[src/pkg/cmi_pkg.sv]
// Constants, types and helpers for the chip mode and identification block.
// Assumes a 32-bit AXI4-Lite register bus with 8-bit byte addresses.
package cmi_pkg;

  // ---------------------------------------------------------------
  // Register indices and byte addresses
  // ---------------------------------------------------------------
  localparam logic [7:0] IDX_PART_ID_HIGH = 8'h1a;
  localparam logic [7:0] IDX_PART_ID_LOW  = 8'h1b;
  localparam logic [7:0] IDX_MODE         = 8'h0b;
  localparam logic [7:0] IDX_PAGE         = 8'h15;

  // Byte address of a register from its word index
  function automatic logic [7:0] cmi_byte_addr(input logic [7:0] idx);
    cmi_byte_addr = {idx[5:0], 2'b00};
  endfunction : cmi_byte_addr

  localparam logic [7:0] ADDR_PART_ID_HIGH = cmi_byte_addr(IDX_PART_ID_HIGH);
  localparam logic [7:0] ADDR_PART_ID_LOW  = cmi_byte_addr(IDX_PART_ID_LOW);
  localparam logic [7:0] ADDR_MODE         = cmi_byte_addr(IDX_MODE);
  localparam logic [7:0] ADDR_PAGE         = cmi_byte_addr(IDX_PAGE);

  // ---------------------------------------------------------------
  // Mode field, page field and reset values
  // ---------------------------------------------------------------
  localparam int unsigned MODE_BIT     = 0;
  localparam logic        MODE_NORMAL  = 1'b1;
  localparam logic        MODE_SPECIAL = 1'b0;
  localparam logic        MODE_RESET   = 1'b0;
  localparam int unsigned PAGE_W       = 8;
  localparam int unsigned PAGE_USED_W  = 4;
  localparam logic [7:0]  PAGE_RESET   = 8'h00;

  // ---------------------------------------------------------------
  // Flash window translation
  // ---------------------------------------------------------------
  localparam int unsigned LADDR_W    = 16;
  localparam int unsigned WIN_OFS_W  = 14;
  localparam int unsigned GADDR_W    = 18;
  localparam logic [15:0] WIN_FIRST  = 16'h8000;
  localparam logic [15:0] WIN_LAST   = 16'hbfff;
  localparam logic [1:0]  FIXED_HIGH = 2'h3;

  // ---------------------------------------------------------------
  // Identifier field positions
  // ---------------------------------------------------------------
  localparam int unsigned ID_FAM_MAJ_LSB = 12;
  localparam int unsigned ID_FAM_MIN_LSB = 6;
  localparam int unsigned ID_MASK_MAJ_LSB = 4;
  localparam int unsigned ID_MASK_MIN_LSB = 0;

  // Assemble the 16-bit identifier from its four fields
  function automatic logic [15:0] cmi_part_id(input logic [3:0] fam_maj,
                                             input logic [5:0] fam_min,
                                             input logic [1:0] mask_maj,
                                             input logic [3:0] mask_min);
    cmi_part_id = {fam_maj, fam_min, mask_maj, mask_min};
  endfunction : cmi_part_id

  // ---------------------------------------------------------------
  // Bus responses and types
  // ---------------------------------------------------------------
  localparam logic [1:0] RESP_OKAY   = 2'h0;
  localparam logic [1:0] RESP_SLVERR = 2'h2;

  typedef enum logic [1:0] {
    CMI_HOLD    = 2'h0,
    CMI_CAPTURE = 2'h1,
    CMI_RUN     = 2'h3
  } cmi_boot_t;

  typedef struct packed {
    logic               valid;
    logic               hit;
    logic [GADDR_W-1:0] addr;
  } cmi_xlate_t;

  typedef struct packed {
    logic [7:0]  addr;
    logic [31:0] data;
    logic [3:0]  strb;
  } cmi_wr_t;

endpackage : cmi_pkg

[src/design/cmi_mode_id.sv]
// Chip mode capture, identification registers and flash page select.
// Assumes an AXI4-Lite master on aclk and an asynchronous mode strap.
//
// Implementation choice: the AXI4-Lite interface to the registers.
`timescale 1ns/1ns
module cmi_mode_id
  import cmi_pkg::*;
#(
  parameter logic [3:0] FAM_MAJ  = 4'h1, // Arbitrary value
  parameter logic [5:0] FAM_MIN  = 6'h02, // Arbitrary value
  parameter logic [1:0] MASK_MAJ = 2'h0, // Arbitrary value
  parameter logic [3:0] MASK_MIN = 4'h1  // Arbitrary value
)(
  input  wire logic               aclk,             // System clock
  input  wire logic               aresetn,          // Sync reset, low
  input  wire logic [7:0]         s_axi_awaddr,     // Write address
  input  wire logic               s_axi_awvalid,    // Write address valid
  output logic                    s_axi_awready,    // Write address ready
  input  wire logic [31:0]        s_axi_wdata,      // Write data
  input  wire logic [3:0]         s_axi_wstrb,      // Write byte strobes
  input  wire logic               s_axi_wvalid,     // Write data valid
  output logic                    s_axi_wready,     // Write data ready
  output logic [1:0]              s_axi_bresp,      // Write response
  output logic                    s_axi_bvalid,     // Write response valid
  input  wire logic               s_axi_bready,     // Write response ready
  input  wire logic [7:0]         s_axi_araddr,     // Read address
  input  wire logic               s_axi_arvalid,    // Read address valid
  output logic                    s_axi_arready,    // Read address ready
  output logic [31:0]             s_axi_rdata,      // Read data
  output logic [1:0]              s_axi_rresp,      // Read response
  output logic                    s_axi_rvalid,     // Read data valid
  input  wire logic               s_axi_rready,     // Read data ready
  input  wire logic               mode_select_input, // Mode strap pin
  input  wire logic               cpu_addr_valid,   // Local access valid
  input  wire logic [LADDR_W-1:0] cpu_local_addr,   // Local address
  output cmi_xlate_t              flash_global,     // Global address out
  output logic                    mode_valid,       // Mode captured
  output logic                    mode_normal,      // Normal single chip
  output logic                    boot_internal,    // Fetch reset vector
  output logic                    debug_unit_active, // Debug unit enabled
  output logic                    boot_monitor_rom  // Run monitor ROM
);

  // ---------------------------------------------------------------
  // Fixed identifier
  // ---------------------------------------------------------------
  localparam logic [15:0] PART_ID =
    cmi_part_id(FAM_MAJ, FAM_MIN, MASK_MAJ, MASK_MIN);

  logic [7:0] identifier_high_byte;
  logic [7:0] identifier_low_byte;

  // Constant bytes, no storage that a write could reach
  assign identifier_high_byte = PART_ID[15:8];
  assign identifier_low_byte  = PART_ID[7:0];

  // ---------------------------------------------------------------
  // Strap synchroniser
  // ---------------------------------------------------------------
  logic strap_meta;
  logic strap_sync;

  // Free-running so the strap is settled when reset lifts
  // Only the second flop feeds the capture, never the first
  always_ff @(posedge aclk) begin
    strap_meta <= mode_select_input;
    strap_sync <= strap_meta;
  end

  // ---------------------------------------------------------------
  // Boot sequence and mode bit
  // ---------------------------------------------------------------
  cmi_boot_t boot_state;
  cmi_boot_t next_boot_state;
  logic      mode;
  logic      next_mode;
  logic      mode_wr;
  logic      mode_wr_val;

  // Capture the strap once after release, then allow software.
  // The hold state gives the synchroniser one clean edge after reset,
  // and mode writes that land before the run state are dropped.
  always_comb begin
    next_boot_state = boot_state;
    next_mode       = mode;
    unique case (boot_state)
      CMI_HOLD: begin
        next_boot_state = CMI_CAPTURE;
      end
      CMI_CAPTURE: begin
        next_mode       = strap_sync;
        next_boot_state = CMI_RUN;
      end
      CMI_RUN: begin
        // Only special mode may switch; normal mode is locked
        if (mode_wr && mode == MODE_SPECIAL) begin
          next_mode = mode_wr_val;
        end
      end
      default: begin
        next_boot_state = CMI_HOLD;
      end
    endcase
  end

  // Boot state registers
  always_ff @(posedge aclk) begin
    if (!aresetn) begin
      boot_state <= CMI_HOLD;
      mode       <= MODE_RESET;
    end else begin
      boot_state <= next_boot_state;
      mode       <= next_mode;
    end
  end

  // Mode decode toward processor and debug unit
  assign mode_valid        = (boot_state == CMI_RUN);
  assign mode_normal       = mode_valid && (mode == MODE_NORMAL);
  assign boot_internal     = mode_normal;
  assign debug_unit_active = mode_valid && (mode == MODE_SPECIAL);
  assign boot_monitor_rom  = debug_unit_active;

  // ---------------------------------------------------------------
  // Flash page select
  // ---------------------------------------------------------------
  logic [PAGE_W-1:0] page;
  logic [PAGE_W-1:0] next_page;
  logic              page_wr;
  logic [PAGE_W-1:0] page_wr_val;

  // Byte-lane zero write updates the page
  always_comb begin
    next_page = page;
    if (page_wr) begin
      next_page = page_wr_val;
    end
  end

  // Page register
  always_ff @(posedge aclk) begin
    if (!aresetn) begin
      page <= PAGE_RESET;
    end else begin
      page <= next_page;
    end
  end

  // Window translation for processor and debug accesses
  cmi_page_xlate u_xlate (
    .aclk       (aclk),
    .aresetn    (aresetn),
    .req_valid  (cpu_addr_valid),
    .local_addr (cpu_local_addr),
    .page       (page),
    .xlate      (flash_global)
  );

  // ---------------------------------------------------------------
  // AXI4-Lite write path
  // ---------------------------------------------------------------
  cmi_wr_t    wr;
  cmi_wr_t    next_wr;
  logic       aw_held;
  logic       next_aw_held;
  logic       w_held;
  logic       next_w_held;
  logic       bvalid;
  logic       next_bvalid;
  logic [1:0] bresp;
  logic [1:0] next_bresp;
  logic       wr_go;

  // Address and data are taken in either order, one write at a time
  assign s_axi_awready = !aw_held && !bvalid;
  assign s_axi_wready  = !w_held && !bvalid;
  assign wr_go         = aw_held && w_held && !bvalid;

  // Register decode of the held write
  // Identifier writes answer okay so software sees no fault
  always_comb begin
    mode_wr     = 1'b0;
    mode_wr_val = wr.data[MODE_BIT];
    page_wr     = 1'b0;
    page_wr_val = wr.data[PAGE_W-1:0];
    next_bresp  = RESP_OKAY;
    if (wr_go) begin
      unique case (wr.addr)
        ADDR_MODE:         mode_wr = wr.strb[0];
        ADDR_PAGE:         page_wr = wr.strb[0];
        ADDR_PART_ID_HIGH,
        ADDR_PART_ID_LOW:  next_bresp = RESP_OKAY;
        default:           next_bresp = RESP_SLVERR;
      endcase
    end
  end

  // Handshake bookkeeping for the write channels
  always_comb begin
    next_wr      = wr;
    next_aw_held = aw_held;
    next_w_held  = w_held;
    next_bvalid  = bvalid;
    if (s_axi_awvalid && s_axi_awready) begin
      next_wr.addr = s_axi_awaddr;
      next_aw_held = 1'b1;
    end
    if (s_axi_wvalid && s_axi_wready) begin
      next_wr.data = s_axi_wdata;
      next_wr.strb = s_axi_wstrb;
      next_w_held  = 1'b1;
    end
    if (wr_go) begin
      next_aw_held = 1'b0;
      next_w_held  = 1'b0;
      next_bvalid  = 1'b1;
    end else if (bvalid && s_axi_bready) begin
      next_bvalid = 1'b0;
    end
  end

  // Write path registers
  always_ff @(posedge aclk) begin
    if (!aresetn) begin
      wr      <= '0;
      aw_held <= 1'b0;
      w_held  <= 1'b0;
      bvalid  <= 1'b0;
      bresp   <= RESP_OKAY;
    end else begin
      wr      <= next_wr;
      aw_held <= next_aw_held;
      w_held  <= next_w_held;
      bvalid  <= next_bvalid;
      bresp   <= wr_go ? next_bresp : bresp;
    end
  end

  assign s_axi_bvalid = bvalid;
  assign s_axi_bresp  = bresp;

  // ---------------------------------------------------------------
  // AXI4-Lite read path
  // ---------------------------------------------------------------
  logic        rvalid;
  logic        next_rvalid;
  logic [31:0] rdata;
  logic [31:0] next_rdata;
  logic [1:0]  rresp;
  logic [1:0]  next_rresp;

  // One read at a time; data are answered the cycle after the address
  // Reads never wait on the write path; both may be under way at once
  assign s_axi_arready = !rvalid;

  // Read multiplexer and response
  always_comb begin
    next_rvalid = rvalid;
    next_rdata  = rdata;
    next_rresp  = rresp;
    if (s_axi_arvalid && s_axi_arready) begin
      next_rvalid = 1'b1;
      next_rdata  = '0;
      next_rresp  = RESP_OKAY;
      unique case (s_axi_araddr)
        ADDR_PART_ID_HIGH: next_rdata[7:0] = identifier_high_byte;
        ADDR_PART_ID_LOW:  next_rdata[7:0] = identifier_low_byte;
        ADDR_MODE:         next_rdata[MODE_BIT] = mode;
        ADDR_PAGE:         next_rdata[PAGE_W-1:0] = page;
        default:           next_rresp = RESP_SLVERR;
      endcase
    end else if (rvalid && s_axi_rready) begin
      next_rvalid = 1'b0;
    end
  end

  // Read path registers
  always_ff @(posedge aclk) begin
    if (!aresetn) begin
      rvalid <= 1'b0;
      rdata  <= '0;
      rresp  <= RESP_OKAY;
    end else begin
      rvalid <= next_rvalid;
      rdata  <= next_rdata;
      rresp  <= next_rresp;
    end
  end

  assign s_axi_rvalid = rvalid;
  assign s_axi_rdata  = rdata;
  assign s_axi_rresp  = rresp;

endmodule : cmi_mode_id

[src/design/cmi_page_xlate.sv]
// Translation of local processor and debug addresses to global addresses.
// Assumes requests and the page value come from the same clock domain.
`timescale 1ns/1ns
module cmi_page_xlate
  import cmi_pkg::*;
(
  input  wire logic               aclk,       // System clock
  input  wire logic               aresetn,    // Synchronous reset, low
  input  wire logic               req_valid,  // Local address present
  input  wire logic [LADDR_W-1:0] local_addr, // Local address
  input  wire logic [PAGE_W-1:0]  page,       // Flash page select
  output cmi_xlate_t              xlate       // Registered global address
);

  cmi_xlate_t next_xlate;

  // Window hits take the low four page bits as upper bits, the rest map fixed
  always_comb begin
    next_xlate       = '0;
    next_xlate.valid = req_valid;
    if (req_valid) begin
      if (local_addr >= WIN_FIRST && local_addr <= WIN_LAST) begin
        next_xlate.hit  = 1'b1;
        next_xlate.addr = {page[PAGE_USED_W-1:0],
                           local_addr[WIN_OFS_W-1:0]};
      end else begin
        next_xlate.addr = {FIXED_HIGH, local_addr};
      end
    end
  end

  // Output register
  always_ff @(posedge aclk) begin
    if (!aresetn) begin
      xlate <= '0;
    end else begin
      xlate <= next_xlate;
    end
  end

endmodule : cmi_page_xlate

[config.mk]
export PLATFORM = sky130hd
export DESIGN_NAME = cmi_mode_id
export DESIGN_NICKNAME = d
export VERILOG_FILES = /design/src/pkg/cmi_pkg.sv /design/src/design/cmi_mode_id.sv /design/src/design/cmi_page_xlate.sv
export SDC_FILE = /design/constraint.sdc
export NUM_CORES = 1
export LEC_CHECK = 0
export BUFFER_PORTS_ARGS = -buffer_cell sky130_fd_sc_hd__buf_2
export CAP_MARGIN = 20
export CORE_MARGIN = 1.5
export CORE_UTILIZATION = 35
export CTS_BUF_LIST = sky130_fd_sc_hd__clkbuf_8
export DETAILED_ROUTE_END_ITERATION = 8
export PLACE_DENSITY = 0.77
export SETUP_SLACK_MARGIN = 0.05
export SKIP_LAST_GASP = 1
export SLEW_MARGIN = 25
export SYNTH_ARGS = -nofsm -noshare
export SYNTH_HDL_FRONTEND = slang
export SYNTH_SLANG_ARGS = --single-unit
[constraint.sdc]
create_clock -name aclk -period 3.6 [get_ports aclk]
set_input_delay 0.36 -clock aclk [delete_from_list [all_inputs] [get_ports aclk]]
set_output_delay 0.36 -clock aclk [all_outputs]
set_load 0.02 [all_outputs]
======== After elaboration in Yosys (flattened, before gate mapping) ========
Index checks and enable logic that the tools add are counted.
word-level totals
  register bits ........................... 66
  logic and storage cells ................. 76
  output and inout port bits .............. 66
  bits of input ports ..................... 77
cells by class
  bitwise gates (word level) .............. 2
  order comparisons ....................... 2
  equality and inequality tests ........... 11
  reductions and logical operators ........ 26
  muxes and demuxes ....................... 17
operators with widths
  kind                                                     count
  equality test 8 x 7 -> 1 bit (second input constant)     6
  one-hot mux 7 bit (3 select lines)                       1
  two-way mux 18 bit                                       1
  equality test 8 x 6 -> 1 bit (second input constant)     2
  >= comparator 16 bit (second input constant)             1
  less-or-equal comparator 16 bit (second input constant)  1
  logical AND 1 bit                                        13
  two-way mux 1 bit                                        10
  OR reduction 4 bit                                       2
  one-hot mux 2 bit (3 select lines)                       1
  nonzero test 2 bit                                       3
  zero test 1 bit                                          4
  two-way mux 2 bit                                        2
  AND reduction 2 bit                                      2
  one-hot mux 1 bit (3 select lines)                       1
  equality test 2 x 1 -> 1 bit (second input constant)     1
  equality test 2 bit (second input constant)              1
  zero test 2 bit                                          1
  != test 2 x 1 -> 1 bit (second input constant)           1
  NOT 1 bit                                                2
  one-hot mux 1 bit (2 select lines)                       1
  OR reduction 2 bit                                       1

======== Depth between registers and ports, before layout ========
  depth in word-level cells ............... 6
  mapped depth ............................ 4
  gate-level depth less buffers ........... 3

======== Cells and area by module ========
Synthesis repeated with hierarchy kept, for this count alone.
unflattened totals
  cells, all modules ...................... 283
  area total of the unflattened synthesis .. 2,598.7 sq um
modules (own cells, without submodules)
  module          times used  cells an instance  area an instance (sq um)  seq. area each (sq um)
  cmi_mode_id     1           238                2,031.9                   880.8
  cmi_page_xlate  1           45                 566.8                     400.4

======== Worst setup path after synthesis ========
OpenSTA, ideal clock, no wires.
  kind .................................... reg-to-output
  start ................................... reg boot_state[1]
  end ..................................... out debug_unit_active
  path buffers ............................ 1
  arrival ................................. 1,239 ps
  stages on the path, launching flop included .. 4
  slack ................................... 2,001 ps
  data required time ...................... 3,240 ps
  cell sequence ........................... dfxtp_1 > and2_1 > nor2b_1 > buf_4
on the way
  longest elaborated chain between the ends .. 2
ends and longest elaborated chain
  what                    RTL line            source
  from (decl)             cmi_mode_id.sv:73   cmi_boot_t boot_state;
  from (signal assigned)  cmi_mode_id.sv:112  boot_state <= next_boot_state;
  equality test 2 bit     cmi_mode_id.sv:118  assign mode_valid = (boot_state == CMI_RUN);
  named net mode_valid    cmi_mode_id.sv:37   output logic mode_valid,
  logical AND 1 bit       cmi_mode_id.sv:121  assign debug_unit_active = mode_valid && (mode == MODE_SPECIAL);
  to (decl)               cmi_mode_id.sv:40   output logic debug_unit_active,
The timed path passes the listed nets, and every way through them passes these cells.

======== Final worst setup path ========
  start ................................... reg bvalid, in the netlist s_axi_bvalid
  end ..................................... reg page[7]
on the way
  longest elaborated chain between the ends .. 3
ends and longest elaborated chain
  what                    RTL line            source
  from (decl)             cmi_mode_id.sv:168  logic bvalid;
  from (signal assigned)  cmi_mode_id.sv:234  bvalid <= next_bvalid;
  zero test 1 bit         cmi_mode_id.sv:177  assign wr_go = aw_held && w_held && !bvalid;
  logical AND 1 bit       cmi_mode_id.sv:177
  two-way mux 1 bit       cmi_mode_id.sv:187  if (wr_go) begin
  to (signal assigned)    cmi_mode_id.sv:145  page <= next_page;
  to (decl)               cmi_mode_id.sv:127  logic [PAGE_W-1:0] page;
Every way passes these cells.
A chain may end at the register's enable or synchronous reset.

==> reports/metrics.csv <==
metric,value,unit
Synth Warn #,0,
count of pins over their slew limit,0,
"Seq/Total Area, Yosys",0.499,
Post-synth EDFFs,0,
Seq pwr share,0.458,
PD cells,514,nW/um^2
Post-CTS Setup Inserts,0,
fin cells,459,
Post-synth ARST share,0,
Yosys top cell area share,0.499,
Setup TNS,0,ns
total congestion overflow,0,
final setup fails,0,
dominant cells by area after synthesis,"dfxtp_1, mux2i_1, buf_4, nor2_1, and3_1",
worst path arrival time,1.95,ns
post-synthesis register bit count,64,
layout cells sized above 1,0.311,
outcome,"finished, final reports clean",
final instance area,3240,um^2
max_slew headroom,0.428,
post-synth top area cell,dfxtp_1,
Pint,1260,uW
total power,1660,uW
ANT nets after route,0,
Psw,403,uW
CP Capture Type,flip-flop,
Final Net Count,432,
die span in y,88.7,um
wire per inst,11.6,um
Hold Path Class,primary input to flip-flop,
Die W,88.7,um
sw frac,0.242,
Post-Syn Instances,270,
most numerous cell in the Yosys netlist,dfxtp_1,
synth-to-layout area growth,25.9,%
DR vias/cell,4.48,
1st-iter DRT viols,99,
routed vias,2058,
Diodes inserted,0,
Netlist cell types,38,
worst slew pin tran,0.857,ns
post_cts resized,0,
Final WS setup,1.91,ns
worst slack after detailed placement,1.68,ns
number of hold violations in the final report,0,
Mean Syn Cell Area,9.52,um^2
clock transition at the registers of the reported paths,0.06,ns
CTS root buffer,clkbuf_8,
initial antenna violation count,0,
Pleak,0.00153,uW
row count,31,
GPL Wtd Cong,0.753,
die area,7870,um^2
DRC errors left,0,
Gate power share,0.114,
max cap viols,0,
H-Tree Level Count,3,
period utilisation layout,0.471,
clock network power share,0.428,
drt pass-1 iters,4,
vias in the first global route,1807,
core area,7180,um^2
clock latency on the worst-skew pair,0.33,ns
Final min period,1.69,ns
crit-path max FO,9,
TritonCTS buffer count,9,
CP required,3.86,ns
Post-Route WL,5340,um
# hold bufs at CTS,0,
most frequent cells after synthesis,"dfxtp_1, nor2_1, buf_4, mux2i_1, nand2_1",
dpl cell area,2980,um^2
Critical Path Start Type,flip-flop,
CTS max path bufs,2,
total track usage,0.137,
largest net degree at the start of global routing,39,
DP HPWL,3970,um
Synth Flop Type,dfxtp_1,
Initial Util,0.358,
CTS tree,yes,
CTS sink cnt,64,
first-pass GRT wire length,8070,um
Crit Path Category,flip-flop to flip-flop,
RSZ-0062 raised after global routing,no,
area of the mapped netlist,2570,um^2
maximum VDD drop,172,uV
Achievable Freq,590,MHz
Worst Skew,0.00808,ns
IO buf count,89,
placed cells,443,
io pins,143,
==> worst max-delay path: stages (launching register included) <==
cell,delay [ns]
dfxtp_1,0.39
nand3b_2,0.33
nor4_4,0.66
mux2i_1,0.25
==> worst paths after layout <==
check	start	end	slack, ns	cells after the start
min	mode_select_input	strap_meta$_DFF_P_	0.14	1
max	s_axi_bvalid$_SDFFE_PN0P_	page[7]$_SDFFE_PN0P_	1.91	3
min reg2reg	strap_meta$_DFF_P_	strap_sync$_DFF_P_	0.33	0
max reg2reg	s_axi_bvalid$_SDFFE_PN0P_	page[7]$_SDFFE_PN0P_	1.91	3
==> flip-flops by register name, summed over array words and instances, names as in the netlist <==
signal	flops
u_xlate.xlate	20
s_axi_rvalid	1
strap_sync	1
boot_state	2
mode	1
mode_wr_val	1
strap_meta	1
s_axi_rdata	8
page_wr_val	7
aw_held	1
w_held	1
wr	9
s_axi_rresp	1
page	8
s_axi_bresp	1
s_axi_bvalid	1
==> logic make-up (layout without fill, tap and decap cells) <==
logic type / Yosys count / count (layout) / share of synthesized area
buffers and inverters: 49 / 114 / 0.113
DFF: 64 / 64 / 0.499
and+or+nand+nor: 103 / 103 / 0.223
muxes: 25 / 25 / 0.0974
other: 1 / 26 / 0.00146
AOI/OAI and AO/OA: 28 / 28 / 0.0662
==> area by class of cell <==
cell class                 instances  area (um^2)
fill                             699         3940
sequential                        64         1280
multi-input combinational        182         1110
timing repair buffer              90          453
clock buffer                      12          165
tap                               99          124
clock inverter                     4         75.1
inverter                           8         30.0
==> power by group through the flow <==
| stage | Clock, uW | Combinational, uW | Sequential (uW) |
|---|---|---|---|
| 3_3_place_gp | 0 | 183 | 775 |
| 2_1_floorplan | 0 | 135 | 789 |
| 4_1_cts | 729 | 189 | 761 |
| 5_1_grt | 761 | 209 | 765 |
| 3_5_place_dp | 0 | 189 | 777 |
| 6_report | 711 | 190 | 762 |
==> per-stage QoR <==
stage | utilization | hold slack, ns
5_1_grt | 0.451 | 0.123
6_report | 0.451 | 0.135
4_1_cts | 0.449 | 0.117
2_1_floorplan | - | 0.310
3_5_place_dp | 0.416 | 0.315
3_3_place_gp | 0.416 | 0.314
==> layout by cell type, fill, tap and decap left out, types with 2 or more instances in the layout <==
master | Yosys | layout
a211oi_1 | 2 | 2
nand4_1 | 5 | 5
nand4bb_1 | 2 | 2
inv_1 | 8 | 8
nand3_1 | 4 | 4
clkinvlp_4 | 0 | 2
nor2b_1 | 3 | 3
conb_1 | 1 | 26
and4b_1 | 2 | 2
clkbuf_8 | 0 | 12
dfxtp_1 | 64 | 64
nand2_1 | 23 | 23
and3_1 | 15 | 15
bufinv_16 | 0 | 2
nor2_1 | 30 | 30
a21oi_1 | 16 | 16
mux2i_1 | 25 | 25
o21ai_0 | 4 | 4
nand2b_1 | 5 | 5
buf_2 | 2 | 89
==> routing by layer <==
metal  wire length (um)  up-vias  track usage
met3                358        4       0.0597
met2               2680       57        0.227
li1                   -     1040            -
met4                 70        0       0.0810
met5                  0        -            0
met1               2230      957        0.144
(Power assumes the default switching activity.)
